--- config.mk ---
export PLATFORM = sky130hd
export DESIGN_NAME = xirq_regs
export DESIGN_NICKNAME = d
export VERILOG_FILES = /design/src/common/xirq_pkg.sv /design/src/rtl/xirq_regs.sv
export SDC_FILE = /design/constraint.sdc
export NUM_CORES = 1
export LEC_CHECK = 0
export BUFFER_PORTS_ARGS = -buffer_cell sky130_fd_sc_hd__clkbuf_2
export CAP_MARGIN = 20
export CORE_ASPECT_RATIO = 0.75
export CORE_UTILIZATION = 45
export DETAILED_ROUTE_END_ITERATION = 16
export PLACE_DENSITY = 0.74
export SYNTH_ARGS = -nofsm -noshare
export SYNTH_HDL_FRONTEND = slang
export SYNTH_SLANG_ARGS = --single-unit
--- constraint.sdc ---
create_clock -name ref_clk -period 2.15 [get_ports ref_clk]
set_input_delay 0.43 -clock ref_clk [delete_from_list [all_inputs] [get_ports ref_clk]]
set_output_delay 0.43 -clock ref_clk [all_outputs]
set_load 0.01 [all_outputs]
--- src/common/xirq_pkg.sv ---
// package: offsets, field positions, reset values and state type of the transceiver register bank
package xirq_pkg;

	// ****************************************
	// register map (byte addresses)
	// ****************************************
	localparam logic [7:0] ADDR_STATUS  = 8'hd4;
	localparam logic [7:0] ADDR_IRQ_EN  = 8'hd8;
	localparam logic [7:0] ADDR_FAST_CT = 8'hdc;

	// ****************************************
	// status register fields
	// ****************************************
	localparam int ST_SPEED  = 9;
	localparam int ST_DUPLEX = 8;
	localparam int ST_PAUSE  = 7;
	localparam int FL_NEG    = 6;
	localparam int FL_FAR    = 5;
	localparam int FL_LINK   = 4;
	localparam int FL_ACK    = 3;
	localparam int FL_PDF    = 2;
	localparam int FL_PAGE   = 1;
	localparam int FL_RXERR  = 0;
	localparam int NUM_FLAGS = 7;

	// ****************************************
	// fast line control fields
	// ****************************************
	localparam int CT_CNT_OFF = 13;
	localparam int CT_NEGDONE = 12;
	localparam int CT_LOOP    = 9;
	localparam int CT_DCR     = 8;
	localparam int CT_NRZI    = 7;
	localparam int CT_ISO     = 5;
	localparam int CT_MODE_HI = 4;
	localparam int CT_MODE_LO = 2;
	localparam int CT_MLT     = 1;
	localparam int CT_SCR     = 0;

	// ****************************************
	// counts
	// ****************************************
	localparam int RX_ERR_LIMIT = 64;
	localparam int CNT_W        = 7;

	// ****************************************
	// state
	// ****************************************
	typedef struct packed {
		logic [NUM_FLAGS-1:0] flags;
		logic [NUM_FLAGS-1:0] irqEnable;
		logic [CNT_W-1:0]     errCount;
		logic                 cntOff;
		logic                 loopOn;
		logic                 dcrOn;
		logic                 nrziOn;
		logic                 tx_isolate;
		logic                 mltBypass;
		logic                 scrBypass;
		logic [15:0]          rdData;
		logic                 irq;
	} xirq_state_t;

	localparam xirq_state_t RESET_STATE = '{
		flags:     7'h00,
		irqEnable: 7'h00,
		errCount:  7'h00,
		cntOff:    1'b0,
		loopOn:    1'b0,
		dcrOn:     1'b1,
		nrziOn:    1'b1,
		tx_isolate:     1'b0,
		mltBypass: 1'b0,
		scrBypass: 1'b0,
		rdData:    16'h0000,
		irq:       1'b0
	};

endpackage : xirq_pkg

--- src/rtl/xirq_regs.sv ---
// transceiver status, interrupt enable and fast line control register bank
//
// Local design decision: strobed register access.

module xirq_regs #(
	parameter int ERR_LIMIT = xirq_pkg::RX_ERR_LIMIT
) (
	// clock and reset
	input  wire logic        ref_clk,
	input  wire logic        rst_n,
	// register port
	input  wire logic [7:0]  regAddr,
	input  wire logic [15:0] regWrData,
	input  wire logic        regWrStb,
	input  wire logic        regRdStb,
	output logic      [15:0] regRdData,
	// resolved link state from the transceiver core
	input  wire logic        linkSpeed100,
	input  wire logic        linkFullDuplex,
	input  wire logic        pauseEnabled,
	input  wire logic        negotiationComplete,
	input  wire logic [2:0]  currentOperatingMode,
	// one-cycle events from the transceiver core
	input  wire logic        negotiationDoneEvt,
	input  wire logic        farFaultEvt,
	input  wire logic        linkDownEvt,
	input  wire logic        partnerCodewordEvt,
	input  wire logic        parallelFaultEvt,
	input  wire logic        pageReceivedEvt,
	input  wire logic        rxErrorEvt,
	// line controls
	output logic             farLoopbackOn,
	output logic             baselineRestoreOn,
	output logic             lineCodeConvertOn,
	output logic             txIsolate,
	output logic             threeLevelCodingBypass,
	output logic             scramblerBypass,
	// interrupt request
	output logic             xcvrIrq
);

	// ****************************************
	// state
	// ****************************************
	xirq_pkg::xirq_state_t s;
	xirq_pkg::xirq_state_t next_s;

	logic [xirq_pkg::NUM_FLAGS-1:0] evt;
	logic                           statusRead;

	// last count before the limit; the next error raises the overflow flag
	localparam logic [xirq_pkg::CNT_W-1:0] LAST_CNT = xirq_pkg::CNT_W'(ERR_LIMIT - 1);

	// ****************************************
	// next-state logic
	// ****************************************
	always_comb begin
		next_s = s;
		next_s.rdData = 16'h0000;
		statusRead = regRdStb && (regAddr == xirq_pkg::ADDR_STATUS);
		evt = '0;
		evt[xirq_pkg::FL_NEG]  = negotiationDoneEvt;
		evt[xirq_pkg::FL_FAR]  = farFaultEvt;
		evt[xirq_pkg::FL_LINK] = linkDownEvt;
		evt[xirq_pkg::FL_ACK]  = partnerCodewordEvt;
		evt[xirq_pkg::FL_PDF]  = parallelFaultEvt;
		evt[xirq_pkg::FL_PAGE] = pageReceivedEvt;

		// error counter wraps to zero on the limit so a fresh 64 raise the flag again
		if (!s.cntOff && rxErrorEvt) begin
			if (s.errCount == xirq_pkg::CNT_W'(ERR_LIMIT - 1)) begin
				next_s.errCount = '0;
				evt[xirq_pkg::FL_RXERR] = 1'b1;
			end else begin
				next_s.errCount = s.errCount + 7'h01;
			end
		end

		// read data captured before the clear; a same-cycle event survives the clear
		if (regRdStb) begin
			case (regAddr)
				xirq_pkg::ADDR_STATUS: begin
					next_s.rdData[xirq_pkg::ST_SPEED]  = linkSpeed100;
					next_s.rdData[xirq_pkg::ST_DUPLEX] = linkFullDuplex;
					next_s.rdData[xirq_pkg::ST_PAUSE]  = pauseEnabled;
					next_s.rdData[xirq_pkg::NUM_FLAGS-1:0] = s.flags;
				end
				xirq_pkg::ADDR_IRQ_EN: begin
					next_s.rdData[xirq_pkg::NUM_FLAGS-1:0] = s.irqEnable;
				end
				xirq_pkg::ADDR_FAST_CT: begin
					next_s.rdData[xirq_pkg::CT_CNT_OFF] = s.cntOff;
					next_s.rdData[xirq_pkg::CT_NEGDONE] = negotiationComplete;
					next_s.rdData[xirq_pkg::CT_LOOP]    = s.loopOn;
					next_s.rdData[xirq_pkg::CT_DCR]     = s.dcrOn;
					next_s.rdData[xirq_pkg::CT_NRZI]    = s.nrziOn;
					next_s.rdData[xirq_pkg::CT_ISO]     = s.tx_isolate;
					next_s.rdData[xirq_pkg::CT_MODE_HI:xirq_pkg::CT_MODE_LO] =
						currentOperatingMode;
					next_s.rdData[xirq_pkg::CT_MLT]     = s.mltBypass;
					next_s.rdData[xirq_pkg::CT_SCR]     = s.scrBypass;
				end
				default: begin
					next_s.rdData = 16'h0000;
				end
			endcase
		end

		next_s.flags = (statusRead ? '0 : s.flags) | evt;

		if (regWrStb) begin
			case (regAddr)
				xirq_pkg::ADDR_IRQ_EN: begin
					next_s.irqEnable = regWrData[xirq_pkg::NUM_FLAGS-1:0];
				end
				xirq_pkg::ADDR_FAST_CT: begin
					next_s.cntOff    = regWrData[xirq_pkg::CT_CNT_OFF];
					next_s.loopOn    = regWrData[xirq_pkg::CT_LOOP];
					next_s.dcrOn     = regWrData[xirq_pkg::CT_DCR];
					next_s.nrziOn    = regWrData[xirq_pkg::CT_NRZI];
					next_s.tx_isolate     = regWrData[xirq_pkg::CT_ISO];
					next_s.mltBypass = regWrData[xirq_pkg::CT_MLT];
					next_s.scrBypass = regWrData[xirq_pkg::CT_SCR];
				end
				default: begin
					next_s.irqEnable = s.irqEnable;
				end
			endcase
		end

		// request follows the registered flags and enables in the same edge
		next_s.irq = |(next_s.flags & next_s.irqEnable);
	end

	// ****************************************
	// state register
	// ****************************************
	always_ff @(posedge ref_clk) begin
		if (!rst_n) begin
			s <= xirq_pkg::RESET_STATE;
		end else begin
			s <= next_s;
		end
	end

	// ****************************************
	// outputs
	// ****************************************
	assign regRdData              = s.rdData;
	assign farLoopbackOn          = s.loopOn;
	assign baselineRestoreOn      = s.dcrOn;
	assign lineCodeConvertOn      = s.nrziOn;
	assign txIsolate              = s.tx_isolate;
	assign threeLevelCodingBypass = s.mltBypass;
	assign scramblerBypass        = s.scrBypass;
	assign xcvrIrq                = s.irq;

	// ****************************************
	// checks
	// ****************************************
	property p_speed_read;
		@(posedge ref_clk) disable iff (!rst_n)
		(regRdStb && regAddr == xirq_pkg::ADDR_STATUS) |=>
			(regRdData[9] == $past(linkSpeed100) && regRdData[8] == $past(linkFullDuplex)
			&& regRdData[7] == $past(pauseEnabled));
	endproperty
	a_speed_read: assert property (p_speed_read) else $error("status link bits wrong");

	property p_event_latch;
		@(posedge ref_clk) disable iff (!rst_n)
		negotiationDoneEvt |=> s.flags[6];
	endproperty
	a_event_latch: assert property (p_event_latch) else $error("done flag not latched");

	property p_clear_on_read;
		@(posedge ref_clk) disable iff (!rst_n)
		(regRdStb && regAddr == xirq_pkg::ADDR_STATUS && s.flags[5] && !farFaultEvt) |=>
			(regRdData[5] && !s.flags[5]);
	endproperty
	a_clear_on_read: assert property (p_clear_on_read) else $error("fault flag not cleared");

	property p_link_hold;
		@(posedge ref_clk) disable iff (!rst_n)
		(s.flags[4] && !regRdStb) |=> s.flags[4];
	endproperty
	a_link_hold: assert property (p_link_hold) else $error("link flag dropped");

	property p_err_limit;
		@(posedge ref_clk) disable iff (!rst_n)
		(s.errCount == LAST_CNT && rxErrorEvt && !s.cntOff) |=> (s.flags[0] && s.errCount == 7'h00);
	endproperty
	a_err_limit: assert property (p_err_limit) else $error("error limit missed");

	property p_err_stop;
		@(posedge ref_clk) disable iff (!rst_n)
		s.cntOff |=> $stable(s.errCount);
	endproperty
	a_err_stop: assert property (p_err_stop) else $error("counter ran while stopped");

	property p_mode_read;
		@(posedge ref_clk) disable iff (!rst_n)
		(regRdStb && regAddr == xirq_pkg::ADDR_FAST_CT) |=>
			(regRdData[4:2] == $past(currentOperatingMode)
			&& regRdData[12] == $past(negotiationComplete));
	endproperty
	a_mode_read: assert property (p_mode_read) else $error("mode read wrong");

	property p_ctrl_write;
		@(posedge ref_clk) disable iff (!rst_n)
		(regWrStb && regAddr == xirq_pkg::ADDR_FAST_CT) |=>
			({farLoopbackOn, baselineRestoreOn, lineCodeConvertOn, txIsolate,
			threeLevelCodingBypass, scramblerBypass} ==
			{$past(regWrData[9]), $past(regWrData[8]), $past(regWrData[7]),
			$past(regWrData[5]), $past(regWrData[1]), $past(regWrData[0])});
	endproperty
	a_ctrl_write: assert property (p_ctrl_write) else $error("control write lost");

	property p_irq;
		@(posedge ref_clk) disable iff (!rst_n)
		(regWrStb && regAddr == xirq_pkg::ADDR_IRQ_EN && (regWrData[6:0] & s.flags) != 7'h00
		&& !regRdStb) |=> xcvrIrq;
	endproperty
	a_irq: assert property (p_irq) else $error("request not raised");

	// ****************************************
	// further checks
	// ****************************************
	// read data stand for one cycle only, zero otherwise
	property p_rd_idle;
		@(posedge ref_clk) disable iff (!rst_n)
		!regRdStb |=> (regRdData == 16'h0000);
	endproperty
	a_rd_idle: assert property (p_rd_idle) else $error("read data not idle");

	property p_unmapped;
		@(posedge ref_clk) disable iff (!rst_n)
		(regRdStb && regAddr != xirq_pkg::ADDR_STATUS && regAddr != xirq_pkg::ADDR_IRQ_EN
		&& regAddr != xirq_pkg::ADDR_FAST_CT) |=> (regRdData == 16'h0000);
	endproperty
	a_unmapped: assert property (p_unmapped) else $error("unmapped read not zero");

	// no disable here: the values must stand while reset is held
	property p_reset_vals;
		@(posedge ref_clk)
		!rst_n |=> (!xcvrIrq && baselineRestoreOn && lineCodeConvertOn && !farLoopbackOn
		&& !txIsolate && !threeLevelCodingBypass && !scramblerBypass
		&& s.irqEnable == 7'h00 && s.flags == 7'h00);
	endproperty
	a_reset_vals: assert property (p_reset_vals) else $error("reset values wrong");

	property p_en_write;
		@(posedge ref_clk) disable iff (!rst_n)
		(regWrStb && regAddr == xirq_pkg::ADDR_IRQ_EN) |=>
			(s.irqEnable == $past(regWrData[6:0]));
	endproperty
	a_en_write: assert property (p_en_write) else $error("enable write lost");

	property p_en_read;
		@(posedge ref_clk) disable iff (!rst_n)
		(regRdStb && regAddr == xirq_pkg::ADDR_IRQ_EN) |=>
			(regRdData == {9'h000, $past(s.irqEnable)});
	endproperty
	a_en_read: assert property (p_en_read) else $error("enable read wrong");

	// every source latches at the edge of its pulse
	property p_evt_latch;
		@(posedge ref_clk) disable iff (!rst_n)
		(evt != 7'h00) |=> ((s.flags & $past(evt)) == $past(evt));
	endproperty
	a_evt_latch: assert property (p_evt_latch) else $error("event not latched");

	property p_irq_level;
		@(posedge ref_clk) disable iff (!rst_n)
		1'b1 |=> (xcvrIrq == |(s.flags & s.irqEnable));
	endproperty
	a_irq_level: assert property (p_irq_level) else $error("request level wrong");

	property p_irq_drop;
		@(posedge ref_clk) disable iff (!rst_n)
		(statusRead && evt == 7'h00 && !regWrStb) |=> !xcvrIrq;
	endproperty
	a_irq_drop: assert property (p_irq_drop) else $error("request not dropped");

	property p_cnt_run;
		@(posedge ref_clk) disable iff (!rst_n)
		(!s.cntOff && rxErrorEvt && s.errCount != LAST_CNT) |=>
			(s.errCount == $past(s.errCount) + 7'h01);
	endproperty
	a_cnt_run: assert property (p_cnt_run) else $error("counter did not count");

	// below the limit the overflow flag stays low
	property p_rxerr_quiet;
		@(posedge ref_clk) disable iff (!rst_n)
		(!s.flags[0] && !(rxErrorEvt && !s.cntOff && s.errCount == LAST_CNT)) |=>
			!s.flags[0];
	endproperty
	a_rxerr_quiet: assert property (p_rxerr_quiet) else $error("overflow flag early");

	property p_rxerr_clear;
		@(posedge ref_clk) disable iff (!rst_n)
		(statusRead && s.flags[0] && !evt[0]) |=> (regRdData[0] && !s.flags[0]);
	endproperty
	a_rxerr_clear: assert property (p_rxerr_clear) else $error("overflow flag kept");

	// control outputs only move on a control write
	property p_ctrl_hold;
		@(posedge ref_clk) disable iff (!rst_n)
		!(regWrStb && regAddr == xirq_pkg::ADDR_FAST_CT) |=>
			$stable({farLoopbackOn, baselineRestoreOn, lineCodeConvertOn, txIsolate,
			threeLevelCodingBypass, scramblerBypass});
	endproperty
	a_ctrl_hold: assert property (p_ctrl_hold) else $error("control output moved");

	property p_ctrl_read;
		@(posedge ref_clk) disable iff (!rst_n)
		(regRdStb && regAddr == xirq_pkg::ADDR_FAST_CT) |=>
			(regRdData[15:14] == 2'b00 && regRdData[11:10] == 2'b00 && regRdData[6] == 1'b0
			&& regRdData[13] == $past(s.cntOff) && regRdData[8] == $past(s.dcrOn)
			&& regRdData[7] == $past(s.nrziOn) && regRdData[1] == $past(s.mltBypass)
			&& regRdData[0] == $past(s.scrBypass));
	endproperty
	a_ctrl_read: assert property (p_ctrl_read) else $error("control read wrong");

	property p_status_rsvd;
		@(posedge ref_clk) disable iff (!rst_n)
		statusRead |=> (regRdData[15:10] == 6'h00);
	endproperty
	a_status_rsvd: assert property (p_status_rsvd) else $error("status upper bits set");

	// a status write must not touch the latched flags
	property p_status_ro;
		@(posedge ref_clk) disable iff (!rst_n)
		(regWrStb && regAddr == xirq_pkg::ADDR_STATUS && evt == 7'h00) |=>
			(s.flags == $past(s.flags));
	endproperty
	a_status_ro: assert property (p_status_ro) else $error("status flags written");

endmodule : xirq_regs

Yosys cells after proc, flatten, opt, wreduce, memory -nomap -nowiden --
Cells that the tools add are included.
Cells by class: reductions and logical operators 7, bitwise logic cells 2, equality and inequality tests 4, mux-type cells 9, add/sub/neg operators 1
Operators with widths (count):
- two-way mux 7 bit | 4
- == test 8 bit, second input constant | 3
- one-hot mux 6 bit (3 select lines) | 1
- adder 7 x 1 -> 7 bit, second input constant | 1
- bitwise AND 7 bit | 1
- == test 7 x 6 -> 1 bit, second input constant | 1
- OR 7 bit | 1
- OR reduction 7 bit | 1
- one-hot mux 3 bit (2 select lines) | 1
- AND reduction 2 bit | 2
- AND reduction 3 bit | 1
- logical AND 1 bit | 2
- two-way mux 1 bit | 2
- one-hot mux 1 bit (2 select lines) | 1
- logical NOT 1 bit | 1
Word-level totals: register bits after elaboration 45, bits of input ports 42, logic and storage cells 37

Longest topological paths before layout --
Gate-level depths: netlist (run 1).
depth in word-level cells 6, mapped depth 6

Worst setup path before layout (run 1) --
No wires, ideal clock.
path type in2reg, from input port regAddr[3], to register s (netlist bit xcvrIrq), arrival time 1.906 ns, cell stages on the path 6, setup slack 0.118 ns, path through buf_2 nand4b_1 nor3_2 mux2i_1 o22ai_1 o41a_1
On the way: word-level cells in the longest chain between the ends 6, elaborated cells between the ends (all ways) 9, classes of those cells 2 x eq/ne; 3 x mux; 2 x bitwise; 2 x reduce/logical
Ends and longest elaborated chain:
- start, declared | RTL line xirq_regs.sv:12 | input wire logic [7:0] regAddr,
- == test 8 bit | RTL line xirq_regs.sv:60 | statusRead = regRdStb && (regAddr == xirq_pkg::ADDR_STATUS);
- logical AND 1 bit | RTL line xirq_regs.sv:60
- two-way mux 7 bit | RTL line xirq_regs.sv:109 | next_s.flags = (statusRead ? '0 : s.flags) | evt;
- OR 7 bit | RTL line xirq_regs.sv:109
- bitwise AND 7 bit (*) | RTL line xirq_regs.sv:132 | next_s.irq = |(next_s.flags & next_s.irqEnable);
- OR reduction 7 bit (*) | RTL line xirq_regs.sv:132
- end signal, assigned | RTL line xirq_regs.sv:140 | s <= xirq_pkg::RESET_STATE;
- end signal, assigned | RTL line xirq_regs.sv:142 | s <= next_s;
- end, declared | RTL line xirq_regs.sv:45 | xirq_pkg::xirq_state_t s;
Mark *: on every way between the ends. The rest lies on a longest branch, timed or not. A chain may end at the register's enable or synchronous reset.

Worst setup path in the final report (run 1) --
from input port regAddr[0], to register s (netlist bit xcvrIrq)
The elaborated chain is that of the path after synthesis.

==> results of run 1 <==
-- layout make-up --
| type | instances | area (um^2) | share of cell area (%) |
|---|---|---|---|
| Clock inverter | 2 | 35.0 | 1.60 |
| Inverter | 1 | 3.75 | 0.172 |
| Multi-Input combinational cell | 125 | 842 | 38.5 |
| Sequential cell | 41 | 821 | 37.6 |
| Tap cell | 52 | 65.1 | 2.98 |
| Timing Repair Buffer | 65 | 350 | 16.0 |
| Clock buffer | 5 | 68.8 | 3.15 |
-- per-layer routing --
metal  GRT usage (%)  routed length, um
met1            26.1               1830
met2            25.7               1470
met3            7.00                234
met4            3.97                 24
met5               0                  0
-- state kept, by name, summed over array words and instances (netlist names) --
register	count
threeLevelCodingBypass	1
txIsolate	1
baselineRestoreOn	1
scramblerBypass	1
regRdData	12
s	22
lineCodeConvertOn	1
farLoopbackOn	1
xcvrIrq	1
-- tightest hold or removal path, cell delays in order --
cell and delay (ns):
clkbuf_2 0.08, mux2i_1 0.05, nand2_1 0.05
-- how the worst min path moves through the flow --
| stage | start | to | slack (ns) | cells past startpoint |
|---|---|---|---|---|
| after CTS | regWrData[7] | lineCodeConvertOn | 0.35 | 3 |
| final | regWrData[7] | lineCodeConvertOn | 0.35 | 3 |
| after global routing | regWrData[7] | lineCodeConvertOn | 0.35 | 3 |
| after floorplan | s[30] | s[30] | 0.44 | 1 |
| after global placement | s[30] | s[30] | 0.45 | 1 |
| after detailed placement | s[30] | s[30] | 0.45 | 1 |
-- layout by cell type, fill, tap and decap left out, drive strengths merged, types with 3 or more instances in the layout --
master,count
o22ai,3
nor2b,17
clkbuf,60
a21oi,16
nand2,6
dfxtp,41
nor2,19
conb,4
nor3,3
buf,10
and2b,5
mux2i,23
-- through the flow --
stage / setup TNS [ns] / power, mW
floorplan: 0 / 0.861
global placement: -0.100 / 0.911
detailed placement: -0.123 / 0.912
CTS: 0 / 1.50
global route: 0 / 1.55
finish: 0 / 1.49
-- power by group --
part           internal (mW)  switching, mW
Combinational         0.0630         0.0543
Sequential             0.770        0.00749
Clock                  0.337          0.261
Total                   1.17          0.323
-- kinds of logic after synthesis --
kind of cell | Yosys count | synth area share [%]
AO/OA/AOI/OAI | 23 | 7.55
XOR/XNOR | 3 | 1.46
adder cells (fa/ha/maj) | 1 | 0.693
buffers and inverters | 24 | 8.52
flip-flops | 41 | 45.5
multiplexers | 23 | 12.8
other | 1 | 0.208
AND/OR/NAND/NOR | 71 | 23.4
==> reports/summary.txt, run 1 <==
status = completed
Initial DRC Count = 71
YS warnings = 0
Die X = 75.1 um
worst vdd ir = 0.352 mV
Synth Flop Type = dfxtp_1
fillers = 346
initial antenna violation count = 0
#FFs+latches synth = 41
share of layout cells above drive strength 1 = 33.5%
crit path cell chain = clkbuf_2, nand4bb_4, or4_1, a21oi_1, o22ai_1, o41a_1
WP buf/inv = 1
pin count of the biggest net entering global routing = 31
number of synthesized flops with an enable pin = 0
WP data required = 2.32 ns
Post-DP HPWL = 2680 um
biggest cell delay along the critical path = 0.65 ns
Worst Hold Class = in2reg
clock latency on the worst-skew pair = 0.29 ns
gpl congestion = 0.804
DRT Pass-1 Iters = 4
Leakage = 0.990 nW
Final period util = 93.6%
Fin Hold WS = 0.346 ns
Worst EP arrival = 2.18 ns
floorplan row count = 19
Reg clk slew, reported paths = 0.08 ns
design area = 2190 um^2
DP Area = 2080 um^2
reg2reg end = xcvrIrq
Distinct cells, synth = 41
n_diodes = 0
dominant cells by area after synthesis = dfxtp_1 (45%), mux2i_1 (13%), buf_4 (6.7%)
syn_area_per_cell = 9.65 um^2
CTS tree = done
worst flop-to-flop path startpoint = s[24]
setup ws final = 0.138 ns
most common cell in the netlist = dfxtp_1
Seq/Total Area, Yosys = 45.5%
critical path type = in2reg
placed insts = 284
CTS Buffer Depth = 2
Crit. End Element = flip-flop
CTS H-tree depth = 2
IO Port Bufs = 55
Pwr Density = 683 nW/um^2
worst slack, placed = -0.123 ns
setup bufs post-CTS = 0
die height = 56.9 um
Finished Core Util = 58.2%
Synth top cells by count = dfxtp_1 (41), mux2i_1 (23), nor2_1 (19)
initial core utilization = 48.1%
fin crit period = 2.01 ns
post-DR vias/cell = 4.75
final WL = 3560 um
top cell family by delay on the critical path = simple AND/OR/NAND/NOR gates
grt total ovfl = 0
cts hold-fix bufs = 0
Yosys top cell by area = dfxtp_1
Mapped Cells = 187
crit-path max FO = 7
wire per inst = 12.2 um
NumNets Final = 282
Synth async-reset ratio = 0%
Layout area overhead = 21.1%
Synth Cell Area = 1810 um^2
total vias in the final route = 1,382
r2r setup slk = 0.54 ns
clock root cell = clkbuf_8
CTS buffer count = 5
die area = 4270 um^2
Yosys top cell area share = 45.5%
Max Cap Viol = 0
DRC = 0
post-CTS sizing = 0
first-pass GRT wire length = 5720 um
worst-case reg-to-reg path depth = 6
Routed Antenna Nets = 0
Peak Freq = 497 MHz
final non-filler cell total = 291
CP endpoint = xcvrIrq
Startpoint Class = input pin
Pins Over Slew Limit = 0
RSZ-0062 raised after global routing = no
I/O pin cnt = 65
final clock skew = 0.00405 ns
clock sink total = 41
# setup viols final = 0
start point of the critical path = regAddr[0]
vias in the first global route = 1,238
overall routing resource usage = 18.2%
Crit-path slowest cell = or4_1
core box area = 3760 um^2
Final Hold Viols = 0
Worst path depth = 6
(Power assumes the default switching activity.)
==> run 2: changes to the inputs <==
--- a/config.mk
+++ b/config.mk
@@ -8,9 +8,10 @@
 export BUFFER_PORTS_ARGS = -buffer_cell sky130_fd_sc_hd__clkbuf_2
 export CAP_MARGIN = 20
 export CORE_ASPECT_RATIO = 0.75
-export CORE_UTILIZATION = 45
+export CORE_UTILIZATION = 49
 export DETAILED_ROUTE_END_ITERATION = 16
-export PLACE_DENSITY = 0.74
+export GPL_ROUTABILITY_DRIVEN = 1
+export PLACE_DENSITY = 0.79
 export SYNTH_ARGS = -nofsm -noshare
 export SYNTH_HDL_FRONTEND = slang
 export SYNTH_SLANG_ARGS = --single-unit
==> reports/summary.txt, run 2 (synthesis gave the netlist of run 1 again) <==
n_diodes = 0
reg2reg end = xcvrIrq
RSZ-0062 raised after global routing = no
commonest non-fill, non-tap cell in the layout = clkbuf_2
CTS Buffer Depth = 2
critical path type = in2reg
WP data required = 2.33 ns
Initial DRC Count = 61
met3 WL = 226 um
Pwr Density = 686 nW/um^2
clock latency on the worst-skew pair = 0.29 ns
Die X = 72.1 um
worst vdd ir = 0.433 mV
Startpoint Class = input pin
design area = 2210 um^2
final WL = 3680 um
post-CTS sizing = 0
CTS H-tree depth = 2
P_int = 1.18 mW
commonest non-fill, non-tap cells in the layout = clkbuf_2 (55), dfxtp_1 (41), mux2i_1 (23)
DRC = 0
Peak Freq = 526 MHz
P_sw = 336 uW
die area = 3930 um^2
Crit. End Element = flip-flop
r2r setup slk = 0.60 ns
worst flop-to-flop path startpoint = s[24]
Final Hold Viols = 0
IO Port Bufs = 55
part of the power in registers = 51.3%
WL met1 = 1800 um
share of layout cells above drive strength 1 = 34.3%
Top reg by flops = s
fin crit period = 1.90 ns
Comb pwr share = 7.9%
Net Sw Frac = 22.1%
clock root cell = clkbuf_8
Pins Over Slew Limit = 0
# setup viols final = 0
setup total negative slack = 0 ns
NumNets Final = 284
Clk pwr share = 40.8%
placed insts = 284
status = completed
pin count of the biggest net entering global routing = 31
Post-DP HPWL = 2720 um
setup bufs post-CTS = 0
total vias in the final route = 1,434
hold path cells = 3
biggest cell delay along the critical path = 0.47 ns
top routing layer in use = met4
Largest register FFs = 22
core box area = 3400 um^2
initial core utilization = 53.1%
clock sink total = 41
WHS Endpoint = baselineRestoreOn
Leakage = 0.999 nW
gpl congestion = 0.794
DRT Pass-1 Iters = 4
I/O pin cnt = 65
final clock skew = 0.00505 ns
WP buf/inv = 2
post-DR vias/cell = 4.91
Layout area overhead = 22.4%
cts hold-fix bufs = 0
metal2 WL = 1610 um
initial antenna violation count = 0
overall routing resource usage = 19.8%
DP Area = 2090 um^2
Worst EP arrival = 2.08 ns
die height = 54.6 um
crit path cell chain = clkbuf_2, nand4bb_4, or4_1, buf_4, a21oi_1, o22ai_1, o41a_1
Crit-path slowest cell = or4_1
Final period util = 88.4%
total area of sequential cells = 821 um^2
Worst Hold Class = in2reg
final non-filler cell total = 292
total power = 1.52 mW
first-pass GRT wire length = 5640 um
Max Cap Viol = 0
worst-case reg-to-reg path depth = 6
area of the multi-input gates = 842 um^2
fillers = 296
top cell family by delay on the critical path = compound AO/OA/AOI/OAI gates
grt total ovfl = 0
CTS buffer count = 5
crit-path max FO = 7
vias in the first global route = 1,284
wire per inst = 12.6 um
Finished Core Util = 65.0%
Worst Hold Launch = regWrData[8]
floorplan row count = 18
Routed Antenna Nets = 0
CTS tree = done
Reg clk slew, reported paths = 0.08 ns
## run 2: metal layers
| metal | GRT usage [%] | vias to the layer above |
|---|---|---|
| li1 | - | 722 |
| met1 | 25.4 | 655 |
| met2 | 30.4 | 54 |
| met3 | 5.16 | 3 |
| met4 | 11.8 | 0 |
| met5 | 0 | - |
## run 2: worst max-delay path by stage
stage / startpoint / endpoint / slack [ns] / cells after the start
floorplan: regAddr[3] / xcvrIrq / 0.12 / 6
CTS: regAddr[0] / xcvrIrq / 0.27 / 7
global placement: regAddr[0] / xcvrIrq / -0.04 / 7
finish: regAddr[0] / xcvrIrq / 0.25 / 7
global route: regAddr[0] / xcvrIrq / 0.22 / 7
detailed placement: regAddr[0] / xcvrIrq / -0.06 / 7
## run 2: stage by stage
stage	hold slack [ns]	setup WS, ns
detailed placement	0.459	-0.0577
floorplan	0.441	0.118
finish	0.349	0.250
CTS	0.343	0.265
global route	0.370	0.217
global placement	0.451	-0.0365
## run 2: tightest hold or removal path, delay by kind of cell
family	cells	cell delay [ns]
buf+inv	1	0.07
mux	1	0.06
simple gates	1	0.06
## run 2: area by class of cell
class	instances	area share (%)
multi-input cells	125	38.1
clock inverters	3	2.10
well taps	50	2.83
flip-flops and latches	41	37.1
repair buffers	67	16.5
inverters	1	0.170
clock buffers	5	3.11
## run 2: power by group through the flow
| stage | Clock (mW) | Combinational [mW] | Sequential [mW] |
|---|---|---|---|
| finish | 0.619 | 0.120 | 0.778 |
| global route | 0.666 | 0.132 | 0.779 |
| CTS | 0.632 | 0.120 | 0.777 |
| detailed placement | 0 | 0.119 | 0.795 |
| global placement | 0 | 0.117 | 0.795 |
| floorplan | 0 | 0.0674 | 0.793 |
